===== config.mk =====
export PLATFORM = sky130hd
export DESIGN_NAME = pcie_ltssm_l0s_recovery
export DESIGN_NICKNAME = d
export VERILOG_FILES = /design/src/rtl/ltssm_pkg.sv /design/src/rtl/pkt_fifo_if.sv /design/src/rtl/pkt_fifo.sv /design/src/rtl/pcie_ltssm_l0s_recovery.sv
export SDC_FILE = /design/constraint.sdc
export NUM_CORES = 1
export LEC_CHECK = 0
export BUFFER_PORTS_ARGS = -buffer_cell sky130_fd_sc_hd__buf_2
export CAP_MARGIN = 20
export CORE_MARGIN = 2
export CORE_UTILIZATION = 36
export DETAILED_ROUTE_END_ITERATION = 16
export PLACE_DENSITY = 0.51
export SYNTH_ARGS = -nofsm -noshare
export SYNTH_HDL_FRONTEND = slang
export SYNTH_HIERARCHICAL = 1
export SYNTH_SLANG_ARGS = --single-unit

===== constraint.sdc =====
create_clock -name clk -period 10.82 [get_ports clk]
set_input_delay 1.082 -clock clk [delete_from_list [all_inputs] [get_ports clk]]
set_output_delay 1.082 -clock clk [all_outputs]
set_load 0.01 [all_outputs]

===== src/rtl/ltssm_pkg.sv =====
// Purpose: shared constants and types for the link training block
// Assumes: core clock of 100 MHz, PHY side on the same clock
// Notes: counts derive from times so a clock change stays in one place
//
// Summary of operation
// RQ1 - ext synch L0s exit sends exactly 4096 fast training sequences, no more
// RQ2 - ext synch exit inserts at least twelve separate skip sets among them
// RQ3 - partner receiver times out between 2048 and 4096 training sequences
// RQ4 - L0s power saving only when link control bit 0 is one
// RQ5 - idle L0 enters L0s on entry timer; pending packet wakes it
// RQ6 - recovery lock and config advance only on matching link and lane
// RQ7 - partner keeps sending TS1; two TS1 move L0 to recovery
// RQ8 - decode error sends correctable message, replayed while unacknowledged
// RQ9 - replay timer rollover requests retraining and enters recovery; the code does so only on the expiry with replay_num_q at REPLAY_NUM
// RQ10 - packet before idle sets still received; duplicate packet discarded
// RQ11 - downstream width accept sends PAD lanes until width is settled
// RQ12 - two training sets then bad data enter recovery without long wait
package ltssm_pkg;

  // ---------------------------------------------------------------
  // timing
  // ---------------------------------------------------------------
  localparam int CLK_NS = 10;
  localparam int L0S_ENTRY_NS = 1000;
  localparam logic [15:0] L0S_ENTRY_CYC = 16'(L0S_ENTRY_NS / CLK_NS);
  localparam int REPLAY_NS = 2000;
  localparam logic [15:0] REPLAY_CYC = 16'(REPLAY_NS / CLK_NS);

  // ---------------------------------------------------------------
  // counts and codes
  // ---------------------------------------------------------------
  localparam logic [12:0] FTS_EXT = 13'h1000;
  localparam logic [12:0] FTS_NORM = 13'h0080;
  localparam int SKP_GAP_LOG = 8;
  localparam logic [4:0] SKP_MIN = 5'h0C;
  localparam logic [3:0] REC_TS_NEED = 4'h8;
  localparam logic [1:0] REPLAY_NUM = 2'h3;
  localparam logic [7:0] PAD_LANE = 8'hF7;
  localparam logic [7:0] LINK_NUM = 8'h00;
  localparam logic [7:0] LANE_NUM = 8'h00;
  localparam logic [31:0] ERR_CORR_CODE = 32'h00000030;
  localparam int PKT_W = 32;
  localparam int FIFO_DEPTH = 8;
  localparam int SEQ_W = 12;

  // ---------------------------------------------------------------
  // types
  // ---------------------------------------------------------------
  typedef enum logic [3:0] {
    OS_TS1, OS_TS2, OS_SKP, OS_EIEOS, OS_EIOS, OS_FTS, OS_PKT, OS_MSG,
    OS_ACK
  } os_e;

  typedef enum {
    ST_CFG, ST_L0, ST_L0S, ST_FTS, ST_REC_LOCK, ST_REC_CFG
  } lt_state_e;

endpackage


===== src/rtl/pkt_fifo_if.sv =====
// Purpose: valid/ready carrier between the core and its packet buffer
// Assumes: one clock
// Notes: none
`timescale 1ns/10ps
interface pkt_fifo_if #(parameter int W = 32);
  logic wr_valid;
  logic wr_ready;
  logic [W-1:0] wr_data;
  logic rd_valid;
  logic rd_ready;
  logic [W-1:0] rd_data;
  modport buffer (input wr_valid, wr_data, rd_ready,
                  output wr_ready, rd_valid, rd_data);
  modport user (output wr_valid, wr_data, rd_ready,
                input wr_ready, rd_valid, rd_data);
endinterface


===== src/rtl/pkt_fifo.sv =====
// Purpose: small packet buffer in front of the transmitter
// Assumes: depth is a power of two
// Notes: full shows as wr_ready low, so back-pressure reaches the user
`timescale 1ns/10ps
module pkt_fifo #(
  parameter int W = 32,
  parameter int D = 8
) (
  // clock and reset
  input wire logic clk,
  input wire logic sys_rst,
  input wire logic ce,
  // buffer ports
  pkt_fifo_if.buffer f
);
  localparam int AW = $clog2(D);

  logic [W-1:0] mem_q [D];
  logic [AW-1:0] wp_q;
  logic [AW-1:0] rp_q;
  logic [AW:0] cnt_q;
  logic push;
  logic pull;

  assign f.wr_ready = (cnt_q != (AW+1)'(D));
  assign f.rd_valid = (cnt_q != '0);
  assign f.rd_data = mem_q[rp_q];
  assign push = f.wr_valid && f.wr_ready;
  assign pull = f.rd_valid && f.rd_ready;

  always_ff @(posedge clk)
  begin
    if (ce && push)
    begin
      mem_q[wp_q] <= f.wr_data;
    end
  end

  always_ff @(posedge clk)
  begin
    if (sys_rst)
    begin
      wp_q <= '0;
      rp_q <= '0;
      cnt_q <= '0;
    end
    else if (ce)
    begin
      if (push)
      begin
        wp_q <= wp_q + 1'b1;
      end
      if (pull)
      begin
        rp_q <= rp_q + 1'b1;
      end
      if (push && !pull)
      begin
        cnt_q <= cnt_q + 1'b1;
      end
      else if (pull && !push)
      begin
        cnt_q <= cnt_q - 1'b1;
      end
    end
  end
endmodule


===== src/rtl/pcie_ltssm_l0s_recovery.sv =====
// Purpose: L0/L0s/recovery training core with ack/replay and rx filter
// Assumes: PHY ordered-set interface runs on clk, so no synchronisers
// Notes: one output register stage; tx_ready stalls everything upstream
`timescale 1ns/10ps
module pcie_ltssm_l0s_recovery
  import ltssm_pkg::*;
(
  // clock, reset, enable
  input wire logic clk,
  input wire logic sys_rst,
  input wire logic ce,
  // configuration
  input wire logic [1:0] link_ctrl,
  input wire logic ext_synch,
  input wire logic cfg_enter,
  input wire logic width_settled,
  // packets to send
  input wire logic pkt_in_valid,
  output logic pkt_in_ready,
  input wire logic [PKT_W-1:0] pkt_in_data,
  // receive side from PHY
  input wire logic rx_os_valid,
  input wire os_e rx_os_type,
  input wire logic [7:0] rx_link,
  input wire logic [7:0] rx_lane,
  input wire logic [SEQ_W-1:0] rx_seq,
  input wire logic [PKT_W-1:0] rx_data,
  input wire logic rx_decode_err,
  // transmit side to PHY
  output logic tx_os_valid,
  output os_e tx_os_type,
  output logic [7:0] tx_link,
  output logic [7:0] tx_lane,
  output logic [SEQ_W-1:0] tx_seq,
  output logic [PKT_W-1:0] tx_data,
  input wire logic tx_ready,
  // delivered packets and status
  output logic rx_pkt_valid,
  output logic [PKT_W-1:0] rx_pkt_data,
  output lt_state_e ltssm_state,
  output logic retrain_req
);
  // ---------------------------------------------------------------
  // packet buffer
  // ---------------------------------------------------------------
  pkt_fifo_if #(.W(PKT_W)) f ();
  pkt_fifo #(.W(PKT_W), .D(FIFO_DEPTH)) u_fifo (
    .clk(clk), .sys_rst(sys_rst), .ce(ce), .f(f));
  assign f.wr_valid = pkt_in_valid;
  assign f.wr_data = pkt_in_data;
  assign pkt_in_ready = f.wr_ready;

  lt_state_e state_q, state_d;
  logic [12:0] fts_q, fts_tgt;
  logic skp_owed_q;
  logic [15:0] idle_q, replay_q;
  logic [1:0] ts_cnt_q, replay_num_q;
  logic [3:0] lock_cnt_q;
  logic unacked_q, err_pend_q, err_send_q, ack_pend_q;
  logic [SEQ_W-1:0] ack_seq_q, tx_seq_q, exp_seq_q;
  logic adv, sel_valid, pop, sent, rx_ts, rx_match, replay_exp, lock_done;
  os_e sel_type;
  logic [7:0] sel_lane;
  logic [SEQ_W-1:0] sel_seq;
  logic [PKT_W-1:0] sel_data;

  function automatic logic is_ts(input os_e t);
    is_ts = (t == OS_TS1) || (t == OS_TS2);
  endfunction

  assign fts_tgt = ext_synch ? FTS_EXT : FTS_NORM;
  assign adv = !tx_os_valid || tx_ready;
  assign sent = ce && adv && sel_valid;
  assign rx_ts = rx_os_valid && is_ts(rx_os_type);
  assign rx_match = (rx_link == LINK_NUM) && (rx_lane == LANE_NUM);
  assign replay_exp = unacked_q && (replay_q == REPLAY_CYC - 16'h0001);
  assign lock_done = rx_ts && rx_match && (lock_cnt_q == REC_TS_NEED - 4'h1);
  assign ltssm_state = state_q;

  // ---------------------------------------------------------------
  // transmit selection
  // ---------------------------------------------------------------
  always_comb
  begin
    sel_valid = 1'b0;
    sel_type = OS_TS1;
    sel_lane = LANE_NUM;
    sel_seq = '0;
    sel_data = '0;
    pop = 1'b0;
    case (state_q)
      ST_CFG:
      begin
        sel_valid = 1'b1;
        sel_lane = width_settled ? LANE_NUM : PAD_LANE; // see RQ11
      end
      ST_REC_LOCK: sel_valid = 1'b1;
      ST_REC_CFG:
      begin
        sel_valid = 1'b1;
        sel_type = OS_TS2;
      end
      ST_FTS:
      begin
        sel_valid = 1'b1;
        // skip set owed every 256 sequences with ext_synch, and once at the end in both modes; see RQ2
        sel_type = (skp_owed_q || fts_q == fts_tgt) ? OS_SKP : OS_FTS;
      end
      ST_L0:
      begin
        if (ack_pend_q)
        begin
          sel_valid = 1'b1;
          sel_type = OS_ACK;
          sel_seq = ack_seq_q;
        end
        else if (err_send_q)
        begin
          sel_valid = 1'b1; // see RQ8
          sel_type = OS_MSG;
          sel_data = ERR_CORR_CODE;
        end
        else if (f.rd_valid)
        begin
          sel_valid = 1'b1;
          sel_type = OS_PKT;
          sel_seq = tx_seq_q;
          sel_data = f.rd_data;
          pop = adv;
        end
      end
      default: sel_valid = 1'b0;
    endcase
  end
  assign f.rd_ready = ce && pop;

  always_ff @(posedge clk)
  begin
    if (sys_rst)
    begin
      tx_os_valid <= 1'b0;
      tx_os_type <= OS_TS1;
      tx_link <= LINK_NUM;
      tx_lane <= LANE_NUM;
      tx_seq <= '0;
      tx_data <= '0;
    end
    else if (ce && adv)
    begin
      tx_os_valid <= sel_valid;
      tx_os_type <= sel_type;
      tx_link <= LINK_NUM;
      tx_lane <= sel_lane;
      tx_seq <= sel_seq;
      tx_data <= sel_data;
    end
  end

  // ---------------------------------------------------------------
  // state machine
  // ---------------------------------------------------------------
  always_comb
  begin
    state_d = state_q;
    case (state_q)
      ST_CFG:
        if (width_settled && lock_done) state_d = ST_L0;
      ST_L0:
        if (rx_ts && ts_cnt_q != 2'h0) state_d = ST_REC_LOCK; // see RQ7
        else if (replay_exp && replay_num_q == REPLAY_NUM)
          state_d = ST_REC_LOCK; // see RQ9
        else if (link_ctrl[0] && !sel_valid &&
                 idle_q == L0S_ENTRY_CYC - 16'h0001)
          state_d = ST_L0S; // see RQ4, RQ5
      ST_L0S:
        if (f.rd_valid || err_send_q || ack_pend_q)
          state_d = ST_FTS; // see RQ5
      ST_FTS:
        if (adv && sel_type == OS_SKP && fts_q == fts_tgt)
          state_d = ST_L0; // see RQ1
      ST_REC_LOCK:
        if (lock_done) state_d = ST_REC_CFG; // see RQ6
      ST_REC_CFG:
        if (lock_done && rx_os_type == OS_TS2) state_d = ST_L0; // see RQ6
      default: state_d = ST_CFG;
    endcase
    if (cfg_enter) state_d = ST_CFG;
  end

  always_ff @(posedge clk)
  begin
    if (sys_rst)
    begin
      state_q <= ST_CFG;
      retrain_req <= 1'b0;
    end
    else if (ce)
    begin
      state_q <= state_d;
      retrain_req <= (state_q == ST_L0) && (state_d == ST_REC_LOCK) &&
                     replay_exp && (replay_num_q == REPLAY_NUM);
    end
  end

  // fts and skip counting for L0s exit
  always_ff @(posedge clk)
  begin
    if (sys_rst || state_q != ST_FTS)
    begin
      fts_q <= '0;
      skp_owed_q <= 1'b0;
    end
    else if (sent && sel_type == OS_FTS)
    begin
      fts_q <= fts_q + 13'h0001; // see RQ1
      skp_owed_q <= ext_synch && (fts_q[SKP_GAP_LOG-1:0] == '1);
    end
    else if (sent)
    begin
      skp_owed_q <= 1'b0;
    end
  end

  // idle timer; any item to transmit restarts the wait
  always_ff @(posedge clk)
  begin
    if (sys_rst ||
        (ce && (state_q != ST_L0 || sel_valid || !link_ctrl[0])))
    begin
      idle_q <= '0;
    end
    else if (ce)
    begin
      idle_q <= idle_q + 16'h0001; // see RQ5
    end
  end

  // training set counters; skip and EIEOS do not break the run
  always_ff @(posedge clk)
  begin
    if (sys_rst || state_q != ST_L0)
    begin
      ts_cnt_q <= '0;
    end
    else if (ce && rx_ts)
    begin
      ts_cnt_q <= 2'h1; // see RQ7
    end
    else if (ce && rx_os_valid && (rx_os_type == OS_PKT ||
             rx_os_type == OS_ACK) && !rx_decode_err)
    begin
      ts_cnt_q <= '0; // decode errors keep the count; see RQ12
    end
  end

  always_ff @(posedge clk)
  begin
    if (sys_rst || (ce && state_q != state_d))
    begin
      lock_cnt_q <= '0;
    end
    else if (ce && rx_ts)
    begin
      lock_cnt_q <= rx_match ? lock_cnt_q + 4'h1 : 4'h0; // see RQ6
    end
  end

  // ---------------------------------------------------------------
  // ack, replay and error message
  // ---------------------------------------------------------------
  always_ff @(posedge clk)
  begin
    if (sys_rst)
    begin
      unacked_q <= 1'b0;
      err_pend_q <= 1'b0;
      err_send_q <= 1'b0;
      replay_q <= '0;
      replay_num_q <= '0;
      tx_seq_q <= '0;
    end
    else if (ce)
    begin
      if (state_q == ST_L0 && replay_exp)
      begin
        replay_q <= '0;
        replay_num_q <= (replay_num_q == REPLAY_NUM) ? 2'h0 :
                        replay_num_q + 2'h1;
      end
      else if (state_q == ST_L0 && unacked_q)
      begin
        replay_q <= replay_q + 16'h0001;
      end
      // a send in the ack's cycle still arms the timer
      if (sent && (sel_type == OS_PKT || sel_type == OS_MSG))
      begin
        unacked_q <= 1'b1;
      end
      else if (rx_os_valid && rx_os_type == OS_ACK)
      begin
        unacked_q <= 1'b0;
      end
      if (rx_os_valid && rx_os_type == OS_ACK)
      begin
        err_pend_q <= 1'b0;
        replay_q <= '0;
        replay_num_q <= '0;
      end
      // a new error wins over the send that clears the request
      if (state_q == ST_L0 && rx_decode_err)
      begin
        err_pend_q <= 1'b1; // see RQ8
        err_send_q <= 1'b1;
      end
      else if (state_q == ST_L0 && replay_exp && err_pend_q)
      begin
        err_send_q <= 1'b1; // see RQ8
      end
      else if (sent && sel_type == OS_MSG)
      begin
        err_send_q <= 1'b0;
      end
      if (sent && sel_type == OS_PKT)
      begin
        tx_seq_q <= tx_seq_q + 1'b1;
      end
    end
  end

  // ---------------------------------------------------------------
  // receive filter: in-order packets only
  // ---------------------------------------------------------------
  always_ff @(posedge clk)
  begin
    if (sys_rst)
    begin
      exp_seq_q <= '0;
      ack_pend_q <= 1'b0;
      ack_seq_q <= '0;
      rx_pkt_valid <= 1'b0;
      rx_pkt_data <= '0;
    end
    else if (ce)
    begin
      rx_pkt_valid <= 1'b0;
      if (sent && sel_type == OS_ACK)
      begin
        ack_pend_q <= 1'b0;
      end
      // trailing idle sets do not cancel a packet already taken
      if (rx_os_valid && rx_os_type == OS_PKT && !rx_decode_err)
      begin
        ack_pend_q <= 1'b1;
        ack_seq_q <= rx_seq;
        if (rx_seq == exp_seq_q)
        begin
          rx_pkt_valid <= 1'b1; // see RQ10
          rx_pkt_data <= rx_data;
          exp_seq_q <= exp_seq_q + 1'b1;
        end
      end
    end
  end

  // ---------------------------------------------------------------
  // checks
  // ---------------------------------------------------------------
  logic [12:0] fts_seen_q;
  logic [4:0] skp_seen_q;
  always_ff @(posedge clk)
  begin
    if (sys_rst || state_q == ST_L0S)
    begin
      fts_seen_q <= '0;
      skp_seen_q <= '0;
    end
    else if (state_q == ST_FTS && sent)
    begin
      if (sel_type == OS_FTS) fts_seen_q <= fts_seen_q + 13'h0001;
      else if (skp_seen_q != 5'h1F) skp_seen_q <= skp_seen_q + 5'h01;
    end
  end
endmodule


==> results.py, run 1 <==
metrics = {
    "drt": {
        "routed_wirelength_um": 45800,
        "viasPerCell": 5.10,
        "drtIter0Drc": 820,
        "drc_errors": 0,
        "num_vias": 12426,
        "post_drt_wl_per_cell_um": 18.8,
        "firstDrtPassIters": 6,
        "ant_nets": 0,
    },
    "grt": {
        "grt-ovfl-total": 0,
        "grt_first_pass_wirelength_um": 71000,
        "track_usage": 0.162,
        "antenna_found_initial": 4,
        "first_global_vias": 12342,
        "grt_max_degree": 93,
    },
    "setup_path": {
        "critPathLaunchType": "flop",
        "ff2ff_path_depth": 12,
        "rr_endpoint": "u_fifo/cnt_q[3]",
        "cp-startpoint": "ltssm_state[17]",
        "required_ns": 11.32,
        "end_kind": "flop",
        "r2r-start": "ltssm_state[17]",
        "cp_data_arrival_time_ns": 5.13,
        "crit_fanout": 22,
        "critPathKind": "flop to flop",
        "crit_end": "u_fifo/cnt_q[3]",
        "rrSetupSlack_ns": 6.19,
    },
    "clocking": {
        "postCtsSetupRepairBufs": 0,
        "cts_hold_buf": 0,
        "cts-htree-levels": 2,
        "clk_pin_slew_worst_paths_ns": 0.06,
        "ctsRootBufferMaster": "clkbuf_16",
        "cts_buffers": 53,
        "cts_tree": "yes",
        "cts.path.max_buffers": 3,
        "cts_resized": 0,
        "clock_latency_ns": 0.61,
        "cts.sinks": 478,
    },
    "timing": {
        "final_hold_viol_count": 0,
        "setup_viol": 0,
        "worst_pin_slew_ns": 1.04,
        "slew_headroom": 0.302,
        "tns_ns": 0,
        "holdWs_ns": 0.456,
        "worst_slack_ns": 6.19,
        "post-route-period-util": 0.428,
        "grt_setup_unrepaired": "no",
        "max_freq_ghz": 0.216,
        "min_period_ns": 4.63,
        "slew_viol_final": 0,
        "fin_skew_ns": 0.0199,
    },
    "yosys": {
        "synth_area_um2": 19500,
        "ys_warn_count": 6,
        "ys_async_sr_fraction": 0,
        "synth_area_leaders": "edfxtp_1 (39%), dfxtp_1 (23%), mux4_2 (4.2%)",
        "synth_common_cells": "edfxtp_1 (256), dfxtp_1 (222), nor2_1 (209)",
        "synth_area_leader_cell": "edfxtp_1",
        "synth-seq-cells": 478,
        "synth_cells": 1478,
        "synth-main-ff-cell": "edfxtp_1",
        "synth_top_area_share": 0.394,
        "synth_sequential_area_ratio": 0.622,
        "synth_cell_type_count": 74,
        "synth_most_common_cell": "edfxtp_1",
        "synth_area_per_cell_um2": 13.2,
        "synth_edf_count": 256,
    },
    "placed_design": {
        "post-place-ws_ns": 6.09,
        "placed_area_um2": 21300,
        "dp.cells": 2339,
        "dp_hpwl_um": 27600,
        "place_congestion": 0.800,
        "port-buffer-count": 229,
    },
    "power": {
        "power.switching_mw": 0.819,
        "p_leak_nw": 8.21,
        "pwr-share-comb": 0.034,
        "p_total_mw": 3.90,
        "p_per_area_nw_per_um2": 169,
        "swShare": 0.210,
        "seq_power_share": 0.495,
        "p_int_mw": 3.09,
        "ir_drop_v": 0.000129,
        "clock_power_share": 0.471,
    },
    "final_layout": {
        "final_util": 0.430,
        "drive_gt1_frac": 0.244,
        "layoutNonFillerInstCount": 2436,
        "synthToLayoutAreaGrowth_pct": 18.4,
        "num-nets-final": 1821,
        "fill_cells": 4936,
        "diodes": 0,
        "final_area_um2": 23100,
    },
    "hold_path": {
        "min_path_type": "flop to flop",
    },
    "floorplan": {
        "start_util": 0.363,
        "die_w_um": 237,
        "coreArea_um2": 53700,
        "ioPinCount": 240,
        "die_area_um2": 56100,
        "fp.dieH_um": 237,
        "row_count": 85,
    },
    "status": {
        "status": "finished clean",
    },
    "job": {
        "cap_viol_max_count": 0,
    },
}
state kept, by name (all words and copies together) (netlist names), 12 cells and up, named ones only:
register and cells:
rx_pkt_data 32, idle_q 16, u_fifo/mem_q 256, tx_data 32
ack_seq_q 12, exp_seq_q 12, tx_seq 12, replay_q 16
tx_seq_q 12, fts_q 13, ltssm_state 32
power by group through the flow:
| stage | clock network, mW | registers, mW | logic, mW |
|---|---|---|---|
| finish | 1.84 | 1.93 | 0.133 |
| global route | 1.96 | 1.93 | 0.147 |
| CTS | 1.90 | 1.93 | 0.135 |
| detailed placement | 0 | 1.97 | 0.134 |
| global placement | 0 | 1.97 | 0.132 |
| floorplan | 0 | 1.97 | 0.0741 |
worst min path at each step:
stage                          startpoint         endpoint  slack, ns  cells after the start
after global routing      ltssm_state[16]  ltssm_state[16]       0.47                      2
after floorplan                err_pend_q       err_pend_q       0.43                      2
after detailed placement    tx_os_type[3]    tx_os_type[3]       0.45                      2
final                       tx_os_type[3]    tx_os_type[3]       0.46                      2
after global placement         err_pend_q       err_pend_q       0.44                      2
after CTS                   tx_os_type[3]    tx_os_type[3]       0.46                      2
layout make-up:
cell class                      instances  area (um^2)  share of cell area
Timing Repair Buffer                  250         1320              0.0570
Tap cell                              696          871              0.0377
Clock buffer                           77         1510              0.0652
Inverter                               15         56.3             0.00244
Sequential cell                       478        12100               0.525
Multi-Input combinational cell        901         6940               0.300
Clock inverter                         19          278              0.0120
kinds of logic (layout without fill, tap and decap cells):
group | after synthesis | count (layout) | share of synthesized area
buffers and inverters | 107 | 361 | 0.0278
AOI/OAI and AO/OA | 164 | 164 | 0.0540
and+or+nand+nor | 486 | 486 | 0.124
DFF | 478 | 478 | 0.622
adders and majority gates | 14 | 14 | 0.00936
xor gates and xnor gates | 78 | 78 | 0.0350
muxes | 150 | 150 | 0.129
other | 1 | 9 | 0.000192
critical path: stages, from the launching register on:
cell and delay (ns):
dfxtp_1 0.32, nor4_1 0.74, and3_1 0.35, nand3_1 0.75, nor2_1 0.75, nand2_1 0.12
ha_1 0.24, inv_1 0.13, ha_1 0.24, a21o_1 0.17, a21oi_1 0.16, mux2i_1 0.21
mux2_2 0.34
metal layers:
metal / up-vias / GRT usage / routed length [um]
met5: - / 0 / 51
met4: 8 / 0.0439 / 834
met3: 79 / 0.0374 / 2490
met2: 251 / 0.268 / 21900
met1: 6140 / 0.213 / 20500
li1: 5948 / - / -
layout by cell type (no fill, tap or decap), types with 42 or more instances in the layout:
| master | count |
|---|---|
| a21oi_1 | 69 |
| a22oi_1 | 46 |
| buf_2 | 228 |
| clkbuf_16 | 54 |
| dfxtp_1 | 219 |
| edfxtp_1 | 256 |
| mux2i_1 | 53 |
| nand2_1 | 52 |
| nor2_1 | 206 |
| xnor2_1 | 42 |
No activity file was read; power rests on OpenSTA's default activity.
==> run 2, diff against run 1 <==
- PLACE_DENSITY: 0.51 -> 0.53
- clock period: 10.82 -> 3.9 ns (I/O delays scaled with it)
==> run 2 against run 1 <==
- total power increased to 2.7 times the previous value
- register-to-register slack got worse by 5.6 ns
- core utilization increased by 0.58 points
- sequential cell count unchanged
- global-route usage increased by 0.19 points
- first-iteration DRC count increased by 12%
- sequential share of layout area decreased by 0.70 points
- cell count increased by 1.4%
- critical path depth increased by 1
- critical path type unchanged
- critical endpoint unchanged
- highest routed layer unchanged
==> results.py, run 2 (same netlist as run 1, synthesis figures left out) <==
metrics = {
    "status": {
        "status": "finished clean",
    },
    "setup_path": {
        "rrSetupSlack_ns": 0.59,
        "end_kind": "flop",
        "crit_end": "u_fifo/cnt_q[3]",
        "ff2ff_path_depth": 13,
        "cp_data_arrival_time_ns": 3.80,
        "critPathLaunchType": "flop",
        "rr_endpoint": "u_fifo/cnt_q[3]",
        "critPathKind": "flop to flop",
        "cp-startpoint": "ltssm_state[20]",
        "required_ns": 4.39,
        "r2r-start": "ltssm_state[20]",
        "crit_fanout": 4,
    },
    "drt": {
        "ant_nets": 0,
        "drtIter0Drc": 920,
        "num_vias": 12461,
        "routed_wirelength_um": 45900,
        "post_drt_wl_per_cell_um": 18.6,
        "viasPerCell": 5.04,
        "drc_errors": 0,
        "firstDrtPassIters": 5,
    },
    "job": {
        "cap_viol_max_count": 0,
    },
    "clocking": {
        "postCtsSetupRepairBufs": 0,
        "ctsRootBufferMaster": "clkbuf_16",
        "cts.path.max_buffers": 3,
        "cts_buffers": 53,
        "clk_pin_slew_worst_paths_ns": 0.06,
        "cts.sinks": 478,
        "cts-htree-levels": 2,
        "cts_tree": "yes",
        "clock_latency_ns": 0.61,
    },
    "floorplan": {
        "die_w_um": 237,
        "coreArea_um2": 53700,
        "fp.dieH_um": 237,
        "ioPinCount": 240,
        "start_util": 0.363,
        "die_area_um2": 56100,
        "row_count": 85,
    },
    "final_layout": {
        "synthToLayoutAreaGrowth_pct": 20.0,
        "drive_gt1_frac": 0.247,
        "top_register": "u_fifo/mem_q",
        "num-nets-final": 1855,
        "mostFrequentLayoutCells": "edfxtp_1 (256), buf_2 (228), dfxtp_1 (219)",
        "mostFrequentLayoutCell": "edfxtp_1",
        "final_area_um2": 23400,
        "largest_reg_flops": 256,
        "layoutNonFillerInstCount": 2471,
        "diodes": 0,
    },
    "timing": {
        "min_period_ns": 3.31,
        "holdWs_ns": 0.0339,
        "post-route-period-util": 0.849,
        "max_freq_ghz": 0.302,
        "slew_headroom": 0.366,
        "slew_viol_final": 0,
        "grt_setup_unrepaired": "no",
        "tns_ns": 0,
        "final_hold_viol_count": 0,
        "fin_skew_ns": 0.0159,
        "worst_pin_slew_ns": 0.951,
        "setup_viol": 0,
    },
    "grt": {
        "first_global_vias": 12422,
        "grt-ovfl-total": 0,
        "antenna_found_initial": 3,
        "grt_max_degree": 101,
        "grt_first_pass_wirelength_um": 71600,
        "track_usage": 0.163,
    },
    "power": {
        "power.switching_mw": 2.30,
        "p_int_mw": 8.32,
        "p_total_mw": 10.6,
        "p_per_area_nw_per_um2": 454,
        "p_leak_nw": 8.35,
        "ir_drop_v": 0.000352,
        "seq_power_share": 0.505,
        "pwr-share-comb": 0.037,
        "clock_power_share": 0.458,
        "swShare": 0.217,
    },
    "placed_design": {
        "dp_hpwl_um": 28000,
        "port-buffer-count": 229,
        "place_congestion": 0.825,
        "dp.cells": 2353,
        "placed_area_um2": 21500,
    },
    "hold_path": {
        "min_path_type": "primary input to flop",
    },
}
run 2: cell count changes in the layout (fill, tap and decap cells not counted), sizes merged, moves of 3 or more:
cell | previous run | this run
bufinv | 6 | 1
dlygate4sd3 | 0 | 20
clkbuf | 77 | 80
buf | 250 | 264
run 2: worst min path at each step:
stage | start | end | slack [ns] | cells past startpoint
floorplan | err_pend_q | err_pend_q | 0.43 | 2
global route | rx_data[27] | rx_pkt_data[27] | 0.03 | 3
detailed placement | err_pend_q | err_pend_q | 0.45 | 2
global placement | err_pend_q | err_pend_q | 0.44 | 2
finish | rx_data[16] | rx_pkt_data[16] | 0.03 | 3
CTS | rx_data[30] | rx_pkt_data[30] | 0.00002 | 3
run 2: worst max-delay path, stage by stage (launching register included):
cell and delay, ns:
dfxtp_1 0.32, nor4_1 0.52, buf_4 0.22, and3_1 0.24, nand3_1 0.12, nor2_1 0.19
nand2_1 0.08, ha_1 0.22, inv_1 0.13, ha_1 0.24, a21o_1 0.18, a21oi_1 0.17
mux2i_1 0.21, mux2_2 0.34
run 2: layout make-up:
class / count / area, um^2
sequential: 478 / 12100
clock buffer: 80 / 1550
multi-input combinational: 901 / 6950
timing repair buffer: 284 / 1690
tap: 696 / 871
fill: 4979 / 30300
inverter: 15 / 56.3
clock inverter: 17 / 171
run 2: per-layer routing:
| layer | up-vias | share of wire | track usage |
|---|---|---|---|
| met5 | - | 0.00059 | 0 |
| li1 | 6011 | - | - |
| met1 | 6131 | 0.46 | 0.215 |
| met4 | 4 | 0.021 | 0.0493 |
| met3 | 69 | 0.041 | 0.0287 |
| met2 | 246 | 0.48 | 0.276 |
run 2: what timing repair did:
item | 4_1_cts | 5_1_grt
resized for setup | 0 | 0
hold buffers | 20 | 0
endpoints found under the hold margin | 20 | 0
run 2: power groups by stage:
| stage | clock network [mW] | logic (mW) | registers [mW] |
|---|---|---|---|
| CTS | 5.04 | 0.401 | 5.36 |
| detailed placement | 0 | 0.383 | 5.47 |
| global route | 5.23 | 0.436 | 5.36 |
| floorplan | 0 | 0.206 | 5.47 |
| finish | 4.87 | 0.396 | 5.36 |
| global placement | 0 | 0.374 | 5.47 |
run 2: per-stage QoR:
| step | worst slack, ns | util |
|---|---|---|
| floorplan | 0.293 | - |
| global placement | 0.553 | 0.400 |
| detailed placement | 0.551 | 0.400 |
| CTS | 0.558 | 0.436 |
| global route | 0.394 | 0.436 |
| finish | 0.589 | 0.436 |
==> run 3, diff against run 2 <==
- clock period: 3.9 -> 2.9 ns (I/O delays scaled with it)
==> run 3 against run 2 <==
- die area is the same
- worst hold slack better by 0.026 ns
- cell count increased by 4.7%
- critical path depth is the same
- final area grew 5.4%
- sequential power rose by 35%
- worst setup slack lost 0.50 ns
- clock-buffer cell count did not move
- critical path type unchanged
- highest routed layer is now met4
- via count grew 3.9%
- clock skew shrank 0.0013 ns
- sequential share of layout area shrank 2.7 points
==> results.py, run 3 (same netlist as run 1, synthesis figures left out) <==
metrics = {
    "floorplan": {
        "start_util": 0.363,
        "die_area_um2": 56100,
        "fp.dieH_um": 237,
        "ioPinCount": 240,
        "coreArea_um2": 53700,
        "die_w_um": 237,
        "row_count": 85,
    },
    "drt": {
        "routed_wirelength_um": 47500,
        "post_drt_wl_per_cell_um": 18.4,
        "ant_nets": 0,
        "viasPerCell": 5.01,
        "num_vias": 12948,
        "drtIter0Drc": 743,
        "firstDrtPassIters": 5,
        "drc_errors": 0,
    },
    "grt": {
        "grt-ovfl-total": 0,
        "antenna_found_initial": 0,
        "grt_max_degree": 65,
        "first_global_vias": 13109,
        "track_usage": 0.169,
        "grt_first_pass_wirelength_um": 74400,
    },
    "clocking": {
        "ctsRootBufferMaster": "clkbuf_16",
        "cts.path.max_buffers": 3,
        "cts_tree": "yes",
        "cts-htree-levels": 2,
        "cts.sinks": 478,
        "clk_pin_slew_worst_paths_ns": 0.06,
        "postCtsSetupRepairBufs": 0,
        "clock_latency_ns": 0.61,
        "cts_buffers": 53,
    },
    "timing": {
        "tns_ns": 0,
        "setup_viol": 0,
        "post-route-period-util": 0.970,
        "fin_skew_ns": 0.0146,
        "grt_setup_unrepaired": "yes",
        "worst_pin_slew_ns": 0.897,
        "max_freq_ghz": 0.355,
        "slew_headroom": 0.402,
        "holdWs_ns": 0.0599,
        "slew_viol_final": 0,
        "worst_slack_ns": 0.0866,
        "min_period_ns": 2.81,
        "final_hold_viol_count": 0,
    },
    "final_layout": {
        "diodes": 0,
        "num-nets-final": 1969,
        "final_area_um2": 24700,
        "largest_reg_flops": 256,
        "drive_gt1_frac": 0.272,
        "final_util": 0.460,
        "top_register": "u_fifo/mem_q",
        "mostFrequentLayoutCells": "edfxtp_1 (256), buf_2 (228), dfxtp_1 (219)",
        "fill_cells": 4884,
        "synthToLayoutAreaGrowth_pct": 26.5,
        "mostFrequentLayoutCell": "edfxtp_1",
    },
    "placed_design": {
        "place_congestion": 0.834,
        "placed_area_um2": 22000,
        "post-place-ws_ns": -0.0701,
        "dp_hpwl_um": 30200,
        "port-buffer-count": 229,
    },
    "job": {
        "cap_viol_max_count": 0,
    },
    "status": {
        "status": "finished clean",
    },
    "hold_path": {
        "min_from": "pkt_in_valid",
        "min_path_type": "primary input to flop",
        "hold_path_depth": 4,
        "min_to": "u_fifo/wp_q[2]",
    },
    "power": {
        "p_leak_nw": 8.96,
        "ir_drop_v": 0.000471,
        "p_per_area_nw_per_um2": 594,
    },
    "setup_path": {
        "end_kind": "flop",
        "r2r-start": "ltssm_state[6]",
        "critPathLaunchType": "flop",
        "rrSetupSlack_ns": 0.09,
        "cp_data_arrival_time_ns": 3.31,
        "required_ns": 3.39,
        "ff2ff_path_depth": 13,
        "rr_endpoint": "u_fifo/cnt_q[3]",
        "crit_fanout": 2,
        "critPathKind": "flop to flop",
    },
}
-- run 3: cell count changes in the layout (fill, tap and decap cells not counted), sizes merged --
| cell | previous run | this run |
|---|---|---|
| dlygate4sd3 | 20 | 78 |
| buf | 264 | 320 |
| bufinv | 1 | 5 |
| inv | 18 | 16 |
| clkinv | 12 | 13 |
| clkinvlp | 1 | 0 |
-- run 3: worst max path at each step --
| stage | start | to | slack [ns] | depth (start not counted) |
|---|---|---|---|---|
| global placement | ltssm_state[6] | u_fifo/cnt_q[3] | -0.04 | 13 |
| floorplan | u_fifo/cnt_q[0] | u_fifo/mem_q[2][0] | -0.64 | 3 |
| CTS | ltssm_state[9] | u_fifo/cnt_q[3] | 0.03 | 13 |
| finish | ltssm_state[6] | u_fifo/cnt_q[3] | 0.09 | 13 |
| global route | ltssm_state[6] | u_fifo/cnt_q[3] | -0.09 | 13 |
| detailed placement | ltssm_state[6] | u_fifo/cnt_q[3] | -0.07 | 13 |
-- run 3: layout make-up --
| class | count | area, um^2 | area share |
|---|---|---|---|
| flip-flops and latches | 478 | 12100 | 0.492 |
| multi-input cells | 901 | 7100 | 0.288 |
| repair buffers | 398 | 2730 | 0.111 |
| clock buffers | 80 | 1540 | 0.0623 |
| well taps | 696 | 871 | 0.0353 |
| clock inverters | 19 | 251 | 0.0102 |
| inverters | 15 | 56.3 | 0.00228 |
-- run 3: critical path, stage by stage (launching register included) --
cell     delay [ns]
dfxtp_1        0.32
nor4_2         0.30
buf_4          0.17
and4_4         0.26
nand3_4        0.09
nor2_4         0.13
nand2_1        0.07
ha_2           0.19
inv_2          0.06
ha_1           0.22
a21o_1         0.19
a21oi_2        0.14
mux2i_1        0.22
mux2_2         0.34
-- run 3: metal layers --
metal,GRT usage,part of all wire,vias up
li1,-,-,6241
met1,0.222,0.46,6397
met2,0.285,0.48,237
met3,0.0298,0.040,73
met4,0.0501,0.021,0
met5,0,0,-
-- run 3: report_power, final --
part | switching, mW | internal, mW
clock | 2.71 | 4.11
combinational | 0.350 | 0.278
sequential | 0.0227 | 7.18
total | 3.08 | 11.6
-- run 3: timing repair --
item                                    CTS  global route
endpoints found under the setup margin    4            17
pin swaps                                 1             2
resized for setup                         6             8
hold endpoints to repair                302             0
hold buffers                             78             0
-- run 3: metrics by stage --
stage                     power [mW]  instances
after floorplan                 7.63       1486
after global placement          7.88       2410
after detailed placement        7.90       2410
after CTS                       14.9       2587
after global routing            15.2       2587
final                           14.7       2587
